<file path="config.mk">
export PLATFORM = sky130hd
export DESIGN_NAME = acd_decoder
export DESIGN_NICKNAME = d
export VERILOG_FILES = /design/src/logic/acd_pkg.sv /design/src/logic/acd_sync2.sv /design/src/logic/acd_activity.sv /design/src/logic/acd_decoder.sv
export SDC_FILE = /design/constraint.sdc
export NUM_CORES = 1
export LEC_CHECK = 0
export ABC_CLOCK_PERIOD_IN_PS = 3700
export BUFFER_PORTS_ARGS = -buffer_cell sky130_fd_sc_hd__buf_2
export CAP_MARGIN = 40
export CORE_UTILIZATION = 60
export DETAILED_ROUTE_END_ITERATION = 16
export PLACE_DENSITY_LB_ADDON = 0.3
export SYNTH_ARGS = -nofsm -noshare
export SYNTH_HDL_FRONTEND = slang
export SYNTH_SLANG_ARGS = --single-unit
</file>
<file path="constraint.sdc">
create_clock -name clk -period 3.7 [get_ports clk]
set_input_delay 0.74 -clock clk [delete_from_list [all_inputs] [get_ports clk]]
set_output_delay 0.74 -clock clk [all_outputs]
set_load 0.005 [all_outputs]
</file>
<file path="src/logic/acd_pkg.sv">
// Shared constants and types for the storage command decoder
package acd_pkg;
   // Clock and activity stretch timing
   localparam int CLK_PERIOD_NS = 10;
   localparam int ACT_TICK_NS = 1000;
   localparam int ACT_TICK_CYC = (ACT_TICK_NS + CLK_PERIOD_NS - 1) / CLK_PERIOD_NS;
   localparam logic [6:0] ACT_TICK_LAST = 7'(ACT_TICK_CYC - 1);
   localparam logic [7:0] ACT_HOLD_TICKS = 8'h32;
   // Cycles after reset release before the sideband strap is sampled
   localparam logic [1:0] STRAP_LAST = 2'h3;

   // General command opcodes
   localparam logic [7:0] OP_NOP = 8'h00;
   localparam logic [7:0] OP_DSM = 8'h06;
   localparam logic [7:0] OP_RD_SECT = 8'h20;
   localparam logic [7:0] OP_RD_SECT_NR = 8'h21;
   localparam logic [7:0] OP_RD_SECT_EXT = 8'h24;
   localparam logic [7:0] OP_RD_DMA_EXT = 8'h25;
   localparam logic [7:0] OP_RD_NATIVE_EXT = 8'h27;
   localparam logic [7:0] OP_RD_LOG_EXT = 8'h2F;
   localparam logic [7:0] OP_WR_SECT = 8'h30;
   localparam logic [7:0] OP_WR_SECT_NR = 8'h31;
   localparam logic [7:0] OP_WR_SECT_EXT = 8'h34;
   localparam logic [7:0] OP_WR_DMA_EXT = 8'h35;
   localparam logic [7:0] OP_SET_MAX_EXT = 8'h37;
   localparam logic [7:0] OP_WR_DMA_FUA = 8'h3D;
   localparam logic [7:0] OP_WR_LOG_EXT = 8'h3F;
   localparam logic [7:0] OP_VERIFY = 8'h40;
   localparam logic [7:0] OP_VERIFY_NR = 8'h41;
   localparam logic [7:0] OP_VERIFY_EXT = 8'h42;
   localparam logic [7:0] OP_DIAG = 8'h90;
   localparam logic [7:0] OP_INIT_PARAMS = 8'h91;
   localparam logic [7:0] OP_MICROCODE = 8'h92;
   localparam logic [7:0] OP_STBY_IMM_ALT = 8'h94;
   localparam logic [7:0] OP_IDLE_IMM_ALT = 8'h95;
   localparam logic [7:0] OP_STBY_ALT = 8'h96;
   localparam logic [7:0] OP_IDLE_ALT = 8'h97;
   localparam logic [7:0] OP_PWR_MODE_ALT = 8'h98;
   localparam logic [7:0] OP_SLEEP_ALT = 8'h99;
   localparam logic [7:0] OP_HEALTH = 8'hB0;
   localparam logic [7:0] OP_RD_MULT = 8'hC4;
   localparam logic [7:0] OP_WR_MULT = 8'hC5;
   localparam logic [7:0] OP_SET_MULT = 8'hC6;
   localparam logic [7:0] OP_RD_DMA = 8'hC8;
   localparam logic [7:0] OP_WR_DMA = 8'hCA;
   localparam logic [7:0] OP_STBY_IMM = 8'hE0;
   localparam logic [7:0] OP_IDLE_IMM = 8'hE1;
   localparam logic [7:0] OP_STBY = 8'hE2;
   localparam logic [7:0] OP_IDLE = 8'hE3;
   localparam logic [7:0] OP_RD_BUF = 8'hE4;
   localparam logic [7:0] OP_PWR_MODE = 8'hE5;
   localparam logic [7:0] OP_SLEEP = 8'hE6;
   localparam logic [7:0] OP_FLUSH = 8'hE7;
   localparam logic [7:0] OP_WR_BUF = 8'hE8;
   localparam logic [7:0] OP_FLUSH_EXT = 8'hEA;
   localparam logic [7:0] OP_IDENTIFY = 8'hEC;
   localparam logic [7:0] OP_SET_FEAT = 8'hEF;
   localparam logic [7:0] OP_SEC_SET_PWD = 8'hF1;
   localparam logic [7:0] OP_SEC_UNLOCK = 8'hF2;
   localparam logic [7:0] OP_SEC_ERASE_PREP = 8'hF3;
   localparam logic [7:0] OP_SEC_ERASE = 8'hF4;
   localparam logic [7:0] OP_SEC_FREEZE = 8'hF5;
   localparam logic [7:0] OP_SEC_DIS_PWD = 8'hF6;
   localparam logic [7:0] OP_RD_NATIVE = 8'hF8;
   localparam logic [7:0] OP_SET_MAX = 8'hF9;

   // Health-monitoring subcommands carried in the features byte
   localparam logic [7:0] HM_RD_DATA = 8'hD0;
   localparam logic [7:0] HM_RD_THRESH = 8'hD1;
   localparam logic [7:0] HM_AUTOSAVE = 8'hD2;
   localparam logic [7:0] HM_SAVE = 8'hD3;
   localparam logic [7:0] HM_OFFLINE = 8'hD4;
   localparam logic [7:0] HM_RD_LOG = 8'hD5;
   localparam logic [7:0] HM_WR_LOG = 8'hD6;
   localparam logic [7:0] HM_ENABLE = 8'hD8;
   localparam logic [7:0] HM_DISABLE = 8'hD9;
   localparam logic [7:0] HM_STATUS = 8'hDA;

   // Capacity-limit subcommands carried in the features byte
   localparam logic [7:0] SM_ADDR = 8'h00;
   localparam logic [7:0] SM_SET_PWD = 8'h01;
   localparam logic [7:0] SM_LOCK = 8'h02;
   localparam logic [7:0] SM_UNLOCK = 8'h03;
   localparam logic [7:0] SM_FREEZE = 8'h04;

   // Transfer protocol classes
   typedef enum logic [2:0] {
      PROTO_NONDATA = 3'b000,
      PROTO_PIO_IN = 3'b001,
      PROTO_PIO_OUT = 3'b010,
      PROTO_DMA = 3'b011,
      PROTO_DIAG = 3'b100,
      PROTO_ABORT = 3'b101
   } acd_proto_t;

   typedef enum logic [1:0] {
      ST_IDLE = 2'b00,
      ST_ANSWER = 2'b01,
      ST_BUSY = 2'b10
   } acd_state_t;

   typedef struct packed {
      logic [7:0] opcode;
      logic [7:0] features;
   } acd_cmd_t;

   typedef struct packed {
      acd_proto_t proto;
      logic [7:0] opcode;
      logic error;
   } acd_resp_t;

   // Decoder state
   typedef struct packed {
      acd_state_t st;
      acd_resp_t resp;
      logic [1:0] strap_cnt;
      logic strap_done;
      logic stagger_dis;
   } acd_main_t;

   // Activity stretcher state
   typedef struct packed {
      logic [6:0] div;
      logic [7:0] hold;
   } acd_act_t;

   // Synchroniser state
   typedef struct packed {
      logic [1:0] meta;
      logic [1:0] sync;
   } acd_sync_t;
endpackage

</file>
<file path="src/logic/acd_sync2.sv">
// Two-flop synchroniser for the two sideband input pins
`timescale 1ns/1ns
module acd_sync2
   import acd_pkg::*;
(
   // Clock and reset
   input wire logic clk,
   input wire logic reset_n,
   // Asynchronous pins and synchronised copies
   input wire logic [1:0] pin_in,
   output logic [1:0] pin_sync
);
   acd_sync_t s_q;
   acd_sync_t s_d;

   // First stage feeds only the second stage
   always_comb begin
      s_d.meta = pin_in;
      s_d.sync = s_q.meta;
   end

   // Pins idle high (pulled up), so reset to ones
   always_ff @(posedge clk or negedge reset_n) begin
      if (!reset_n) begin
         s_q <= '{meta: 2'h3, sync: 2'h3};
      end else begin
         s_q <= s_d;
      end
   end

   assign pin_sync = s_q.sync;
endmodule

</file>
<file path="src/logic/acd_activity.sv">
// Activity stretcher: keeps the activity indication visible after short commands
`timescale 1ns/1ns
module acd_activity
   import acd_pkg::*;
(
   // Clock and reset
   input wire logic clk,
   input wire logic reset_n,
   // Busy level in, stretched activity out
   input wire logic busy,
   output logic act_on
);
   acd_act_t a_q;
   acd_act_t a_d;
   logic tick;

   // Microsecond tick from a free-running divider
   assign tick = (a_q.div == ACT_TICK_LAST);

   // Reload the hold count while busy, count it down on ticks
   always_comb begin
      a_d = a_q;
      a_d.div = tick ? 7'h00 : a_q.div + 7'h01;
      if (busy) begin
         a_d.hold = ACT_HOLD_TICKS;
      end else if (tick && a_q.hold != 8'h00) begin
         a_d.hold = a_q.hold - 8'h01;
      end
   end

   always_ff @(posedge clk or negedge reset_n) begin
      if (!reset_n) begin
         a_q <= '0;
      end else begin
         a_q <= a_d;
      end
   end

   assign act_on = busy | (a_q.hold != 8'h00);
endmodule

</file>
<file path="src/logic/acd_decoder.sv">
// Storage command decoder: opcode classification, sideband and two-wire pins
// Behaviour
// - Opcode 90h runs as a device-diagnostic class command.
// - Cache flush E7h and EAh complete with no data phase.
// - Identify ECh returns data by PIO data-in.
// - Reads C8h and 25h move data to the host by DMA.
// - Writes CAh, 35h and 3Dh move data by DMA.
// - 20h, 21h, 24h, C4h and 2Fh are PIO data-in.
// - 30h, 31h, 34h, C5h and 3Fh are PIO data-out.
// - Verify 40h, 41h and 42h are non-data.
// - EFh, C6h, 91h and 00h are non-data.
// - Buffer read E4h is PIO data-in, buffer write E8h PIO data-out.
// - 06h takes a host-to-device payload; 92h is recognised.
// - Power query E5h/98h and idle E3h/97h are non-data.
// - E1h/95h, E6h/99h, E2h/96h, E0h/94h are non-data.
// - Security F1h, F2h, F4h, F6h take a PIO data-out payload.
// - Security F3h and F5h are non-data.
// - B0h reads are PIO data-in; other health operations except log write non-data.
// - B0h log write takes its payload by PIO data-out.
// - F8h, 27h and 37h capacity commands and the F9h address set are non-data.
// - F9h password and unlock are PIO data-out; lock, freeze non-data.
// - One sideband pin shows activity and carries stagger-disable from host.
// - Two-wire clock and data pins stay unused and inactive.
`timescale 1ns/1ns
module acd_decoder
   import acd_pkg::*;
(
   // Clock and reset
   input wire logic clk,
   input wire logic reset_n,
   // Command request
   input wire logic cmd_valid,
   input wire acd_cmd_t cmd,
   output logic cmd_ready,
   // Classification answer
   output logic resp_valid,
   output acd_resp_t resp,
   // Back end reports command completion
   input wire logic cmd_done,
   // Activity / stagger-disable sideband pin
   input wire logic activity_or_stagger_disable_in,
   output logic activity_or_stagger_disable_out,
   output logic activity_or_stagger_disable_oe_n,
   output logic stagger_disable,
   // Deep sleep request pin
   input wire logic deep_sleep_request_in,
   output logic deep_sleep_request,
   // Two-wire pins, never driven
   output logic twi_clk_out,
   output logic twi_clk_oe_n,
   output logic twi_data_out,
   output logic twi_data_oe_n
);
   acd_main_t m_q;
   acd_main_t m_d;
   logic [1:0] pins_sync;
   logic act_on;
   logic take;

   // Maps opcode and features to a transfer protocol class
   function automatic acd_proto_t classify(input acd_cmd_t c);
      acd_proto_t p;
      p = PROTO_ABORT;
      unique case (c.opcode)
         OP_DIAG: p = PROTO_DIAG;
         OP_FLUSH, OP_FLUSH_EXT: p = PROTO_NONDATA;
         OP_IDENTIFY: p = PROTO_PIO_IN;
         OP_RD_DMA, OP_RD_DMA_EXT: p = PROTO_DMA;
         OP_WR_DMA, OP_WR_DMA_EXT, OP_WR_DMA_FUA: p = PROTO_DMA;
         OP_RD_SECT, OP_RD_SECT_NR, OP_RD_SECT_EXT, OP_RD_MULT,
         OP_RD_LOG_EXT: p = PROTO_PIO_IN;
         OP_WR_SECT, OP_WR_SECT_NR, OP_WR_SECT_EXT, OP_WR_MULT,
         OP_WR_LOG_EXT: p = PROTO_PIO_OUT;
         OP_VERIFY, OP_VERIFY_NR, OP_VERIFY_EXT: p = PROTO_NONDATA;
         OP_SET_FEAT, OP_SET_MULT, OP_INIT_PARAMS, OP_NOP: p = PROTO_NONDATA;
         OP_RD_BUF: p = PROTO_PIO_IN;
         OP_WR_BUF: p = PROTO_PIO_OUT;
         OP_DSM, OP_MICROCODE: p = PROTO_PIO_OUT;
         OP_PWR_MODE, OP_PWR_MODE_ALT, OP_IDLE, OP_IDLE_ALT: p = PROTO_NONDATA;
         OP_IDLE_IMM, OP_IDLE_IMM_ALT, OP_SLEEP, OP_SLEEP_ALT, OP_STBY, OP_STBY_ALT,
         OP_STBY_IMM, OP_STBY_IMM_ALT: p = PROTO_NONDATA;
         OP_SEC_SET_PWD, OP_SEC_UNLOCK, OP_SEC_ERASE,
         OP_SEC_DIS_PWD: p = PROTO_PIO_OUT;
         OP_SEC_ERASE_PREP, OP_SEC_FREEZE: p = PROTO_NONDATA;
         OP_RD_NATIVE, OP_RD_NATIVE_EXT, OP_SET_MAX_EXT: p = PROTO_NONDATA;
         OP_HEALTH: begin
            // Subcommand comes from the features byte
            unique case (c.features)
               HM_RD_DATA, HM_RD_THRESH, HM_RD_LOG: p = PROTO_PIO_IN;
               HM_AUTOSAVE, HM_SAVE, HM_OFFLINE, HM_ENABLE, HM_DISABLE,
               HM_STATUS: p = PROTO_NONDATA;
               HM_WR_LOG: p = PROTO_PIO_OUT;
               default: p = PROTO_ABORT;
            endcase
         end
         OP_SET_MAX: begin
            unique case (c.features)
               SM_ADDR, SM_LOCK, SM_FREEZE: p = PROTO_NONDATA;
               SM_SET_PWD, SM_UNLOCK: p = PROTO_PIO_OUT;
               default: p = PROTO_ABORT;
            endcase
         end
         default: p = PROTO_ABORT;
      endcase
      return p;
   endfunction

   // Sideband pins pass two flops before use
   acd_sync2 u_sync (
      .clk(clk),
      .reset_n(reset_n),
      .pin_in({deep_sleep_request_in, activity_or_stagger_disable_in}),
      .pin_sync(pins_sync)
   );

   // Activity stretched so that short commands stay visible
   acd_activity u_act (
      .clk(clk),
      .reset_n(reset_n),
      .busy(m_q.st != ST_IDLE),
      .act_on(act_on)
   );

   assign cmd_ready = (m_q.st == ST_IDLE);
   assign take = cmd_valid & cmd_ready;

   // Next-state logic: take, answer, wait for completion; strap capture
   always_comb begin
      m_d = m_q;
      unique case (m_q.st)
         ST_IDLE: begin
            if (take) begin
               m_d.st = ST_ANSWER;
               m_d.resp.proto = classify(cmd);
               m_d.resp.opcode = cmd.opcode;
               m_d.resp.error = (classify(cmd) == PROTO_ABORT);
            end
         end
         ST_ANSWER: begin
            // Aborted commands skip the data phase entirely
            m_d.st = m_q.resp.error ? ST_IDLE : ST_BUSY;
         end
         ST_BUSY: begin
            if (cmd_done) begin
               m_d.st = ST_IDLE;
            end
         end
         default: m_d.st = ST_IDLE;
      endcase
      // Host strap on the shared pin is read before the device drives it
      if (!m_q.strap_done) begin
         if (m_q.strap_cnt == STRAP_LAST) begin
            m_d.strap_done = 1'b1;
            m_d.stagger_dis = ~pins_sync[0];
         end else begin
            m_d.strap_cnt = m_q.strap_cnt + 2'h1;
         end
      end
   end

   // State register
   always_ff @(posedge clk or negedge reset_n) begin
      if (!reset_n) begin
         m_q <= '{st: ST_IDLE, resp: '{proto: PROTO_NONDATA, opcode: 8'h00, error: 1'b0},
                  strap_cnt: 2'h0, strap_done: 1'b0, stagger_dis: 1'b0};
      end else begin
         m_q <= m_d;
      end
   end

   // Answer outputs
   assign resp_valid = (m_q.st == ST_ANSWER);
   assign resp = m_q.resp;

   // Activity drives the shared pin low once the strap is captured
   assign activity_or_stagger_disable_out = 1'b0;
   assign activity_or_stagger_disable_oe_n = ~(m_q.strap_done & act_on);
   assign stagger_disable = m_q.stagger_dis;
   assign deep_sleep_request = ~pins_sync[1];

   // Two-wire pins are released at all times
   assign twi_clk_out = 1'b0;
   assign twi_clk_oe_n = 1'b1;
   assign twi_data_out = 1'b0;
   assign twi_data_oe_n = 1'b1;
endmodule

</file>
==> results.txt <==
For this run, design rule violations remaining after detail routing come to 0. The placement row count came out at 22. Routability-driven placement finished with a final weighted congestion of between 0.8 and 0.9. The residual overflow from global routing came out at 0.

The achievable frequency is 396 MHz. The critical path is of the flip-flop to output pin type. The final-report max-slew violation count is 0. The dominant combinational cell family by area after synthesis is simple AND/OR/NAND/NOR gates. The clock input transition at the sequential cells of the worst setup and hold paths is about 0.07 ns. The number of filler instances in the final layout is approximately 320.

The post-synthesis to final-layout area growth is 5.43%. The cell sitting at the root of the clock tree is a sky130_fd_sc_hd__clkbuf_8. The area taken by flip-flops and latches is between 900 and 1000 um^2. The total of max-cap violations is 0. The TritonCTS buffer count is 5. The worst slew margin relative to its limit is 0.473. 44 I/O pins were placed. The worst setup path is captured at an output pin. In this run, synthesis produced a sequential element count of 37.

Dividing the final minimum period by the clock period gives 0.682. The count of TritonRoute iterations in the first routing pass came out at 4. Between clock sinks in the finished design, the worst skew comes to 0.00649 ns.

The number of routed nets with antenna violations is 0. The number of warnings issued by yosys is 0. The via count of the first global-routing pass came out at ~1.7k. Setup repair after global routing left no endpoint under its margin. The depth of the worst register-to-register path came out at 6. The share of layout cells above drive strength 1 is 0.236. The overall routing resource usage is 0.241. The global-route wire length before repair came out at approximately 7900 um. In this run the most critical hold path is launched from u_sync.s_d[1]$_DFF_PN1_. The total via count in the routed design came out at 1,896. The setup check on the worst reg-to-reg path leaves a slack of 1.48 ns. The worst hold path terminates at u_sync.pin_sync[1]$_DFF_PN1_.

The number of antenna diodes in the final layout is 0. The portion of synthesized area spent on multiplexers is 0.0464. The maximum clock insertion buffer count came out at 2. The highest ir drop seen on vdd came out at between 400 and 500 uV. On the final layout, the worst hold slack is between 0.3 and 0.4 ns. The share of synthesized flip-flops with an asynchronous set or reset came out at 1.00. The data required time of the critical path is just under 3 ns.

The number of buffers added for setup after CTS is 0. Adding up every negative setup slack in the final design gives 0 ns. The worst-skew pair later-pin latency came out at roughly 0.29 ns.

Along the worst hold path, the cell count comes to 0. The final routed wire length divided by cell count is 14.3 um. The post-synthesis share of cell area spent on full adders, half adders and majority gates came out at 0.0250. The worst register-to-register path begins at m_q[17]$_DFFE_PN0P_. The tree built by TritonCTS fans out to 37 sinks. sky130_fd_sc_hd__dfrtp_1 takes more of the synthesized area than any other cell. The post-detailed-routing wire length is between 4000 and 5000 um.

Synthesis produced a netlist whose cell count is approximately 260. The synthesized cell area came out at about 2400 um^2. The die outline height is around 65 um. The post-synthesis xor/xnor area fraction came out at 0.0438. The number of input and output port buffers inserted is 38. The area of the placeable core is between 3000 and 4000 um^2. The worst setup path is launched from a flip-flop. For the pin with the worst max-slew slack, the measured transition is between 0.7 and 0.8 ns. The critical path data arrival time is roughly 1.8 ns. The die extent in x came out at between 60 and 70 um.

Of the synthesized area, sequential elements account for 0.388. The biggest fanout along the worst timing path is 3. The estimated wirelength of the detail-placed design came out at approximately 3300 um. The count of final hold-check violations is 0.

In this run the number of H-tree levels came out at 2. The TritonCTS clock tree is done. The initial core utilization is 0.641. The number of gates given a new drive strength after cts is 0.

The post-synthesis cell type count came out at 59. The power per cell area is around 420 nW/um^2. In the post-synthesis netlist, the biggest area contributors are sky130_fd_sc_hd__dfrtp_1, sky130_fd_sc_hd__buf_4, sky130_fd_sc_hd__dfstp_2. The number of antenna violations at the first check in global routing is 0.

The most used flip-flop cell after synthesis is sky130_fd_sc_hd__dfrtp_1. The total number of nets in the final design is 300. The final cell utilization of the core came out at 0.675. The first-iteration detailed-routing DRC count came out at between 200 and 250. The fraction of synthesized cell area taken by the top area cell type came out at 0.344. In this run the critical register-to-register path is captured at resp[10]$_DFFE_PN0P_. The run finished with clean final reports. The static power due to leakage is between 1 and 1.5 nW.

The count of hold buffers inserted by post-cts repair is 0. The multi-input gate area in the final layout came out at approximately 1200 um^2. The share of the synthesized area in compound gates (AO/OA/AOI/OAI) is 0.132. The path class of the tightest hold or removal check is flip-flop to flip-flop. A synthesized cell averages approximately 9.4 um^2. The die covers approximately 4300 um^2. The final count of negative-setup-slack endpoints is 0. The final critical delay including setup and external delays came out at 2.52 ns. The largest net degree at the start of global routing came out at 38. The synthesized-area fraction occupied by and/or/nand/nor cells is 0.252. Yosys mapped a number of flops with a built-in enable equal to 0. After detailed routing, the number of vias per cell comes to a little under 6.
cell usage after synthesis, types with 6 or more instances:
cell and count:
sky130_fd_sc_hd__dfrtp_1 33, sky130_fd_sc_hd__nor2_1 27, sky130_fd_sc_hd__buf_4 21, sky130_fd_sc_hd__inv_1 13, sky130_fd_sc_hd__nand2_1 13, sky130_fd_sc_hd__nand3_1 12
sky130_fd_sc_hd__o21ai_0 12, sky130_fd_sc_hd__mux2_2 9, sky130_fd_sc_hd__nor3_1 9, sky130_fd_sc_hd__a21oi_1 7, sky130_fd_sc_hd__xor2_1 7, sky130_fd_sc_hd__buf_2 6
critical path: stages (launching register included):
cell and delay, ns:
sky130_fd_sc_hd__dfrtp_1 0.41, sky130_fd_sc_hd__inv_1 0.09, sky130_fd_sc_hd__ha_1 0.14, sky130_fd_sc_hd__nor3b_1 0.43, sky130_fd_sc_hd__nand2_1 0.14, sky130_fd_sc_hd__o21ai_0 0.17
sky130_fd_sc_hd__buf_2 0.13
layer usage:
metal,up-vias,track usage,share of wire
met5,-,0,0
met4,0,0.0815,0.0099
met3,4,0.0503,0.059
met2,61,0.375,0.46
met1,910,0.334,0.47
li1,921,-,-
layout by cell type, fill, tap and decap left out, types with 9 or more instances in the layout:
cell type and instances:
sky130_fd_sc_hd__buf_2 38, sky130_fd_sc_hd__dfrtp_1 33, sky130_fd_sc_hd__inv_1 13, sky130_fd_sc_hd__mux2_2 9, sky130_fd_sc_hd__nand2_1 13, sky130_fd_sc_hd__nand3_1 12
sky130_fd_sc_hd__nor2_1 27, sky130_fd_sc_hd__nor3_1 9, sky130_fd_sc_hd__o21ai_0 12
state kept, by name, indices dropped and copies added (netlist names):
signal,count
u_sync.s_d,2
u_act.a_q,15
m_q,5
stagger_disable,1
u_sync.pin_sync,2
resp,12
cells by family (layout without fill, tap and decap cells):
kind of cell / after synthesis / after routing
mux: 10 / 10
flops: 37 / 37
simple gates: 103 / 103
xor+xnor: 12 / 12
fa+ha+maj: 5 / 5
other cells: 2 / 5
buf+inv: 43 / 59
compound gates: 44 / 44
power by group:
part	internal (mW)	leakage (nW)	switching [mW]
sequential	0.478	0.421	0.0373
combinational	0.137	0.585	0.150
clock	0.130	0.0450	0.136
worst max path at each step:
stage,start,endpoint,slack [ns]
5_1_grt,u_act.a_q[1]$_DFFE_PN0P_,activity_or_stagger_disable_oe_n,0.95
4_1_cts,u_act.a_q[0]$_DFFE_PN0P_,activity_or_stagger_disable_oe_n,1.15
3_3_place_gp,cmd[11],resp[9]$_DFFE_PN0P_,1.45
2_1_floorplan,cmd[15],resp[9]$_DFFE_PN0P_,1.69
6_report,u_act.a_q[0]$_DFFE_PN0P_,activity_or_stagger_disable_oe_n,1.18
3_5_place_dp,cmd[10],resp[9]$_DFFE_PN0P_,1.41
cell type report:
class,instances,share of cell area
clock buffer,6,0.0287
multi-input combinational,179,0.481
inverter,13,0.0193
tap,48,0.0238
timing repair buffer,38,0.0752
sequential,37,0.368
clock inverter,2,0.00396
stage by stage:
step | total power [mW] | area (um^2) | setup slack (ns) | cells
6_report | 1.07 | 2530 | 1.18 | 323
5_1_grt | 1.13 | 2530 | 0.953 | 323
4_1_cts | 1.08 | 2530 | 1.15 | 323
3_5_place_dp | 0.810 | 2450 | 1.41 | 315
3_3_place_gp | 0.805 | 2450 | 1.45 | 315
2_1_floorplan | 0.784 | 2410 | 1.69 | 259
Note: power is estimated with default switching activity, not from simulation.
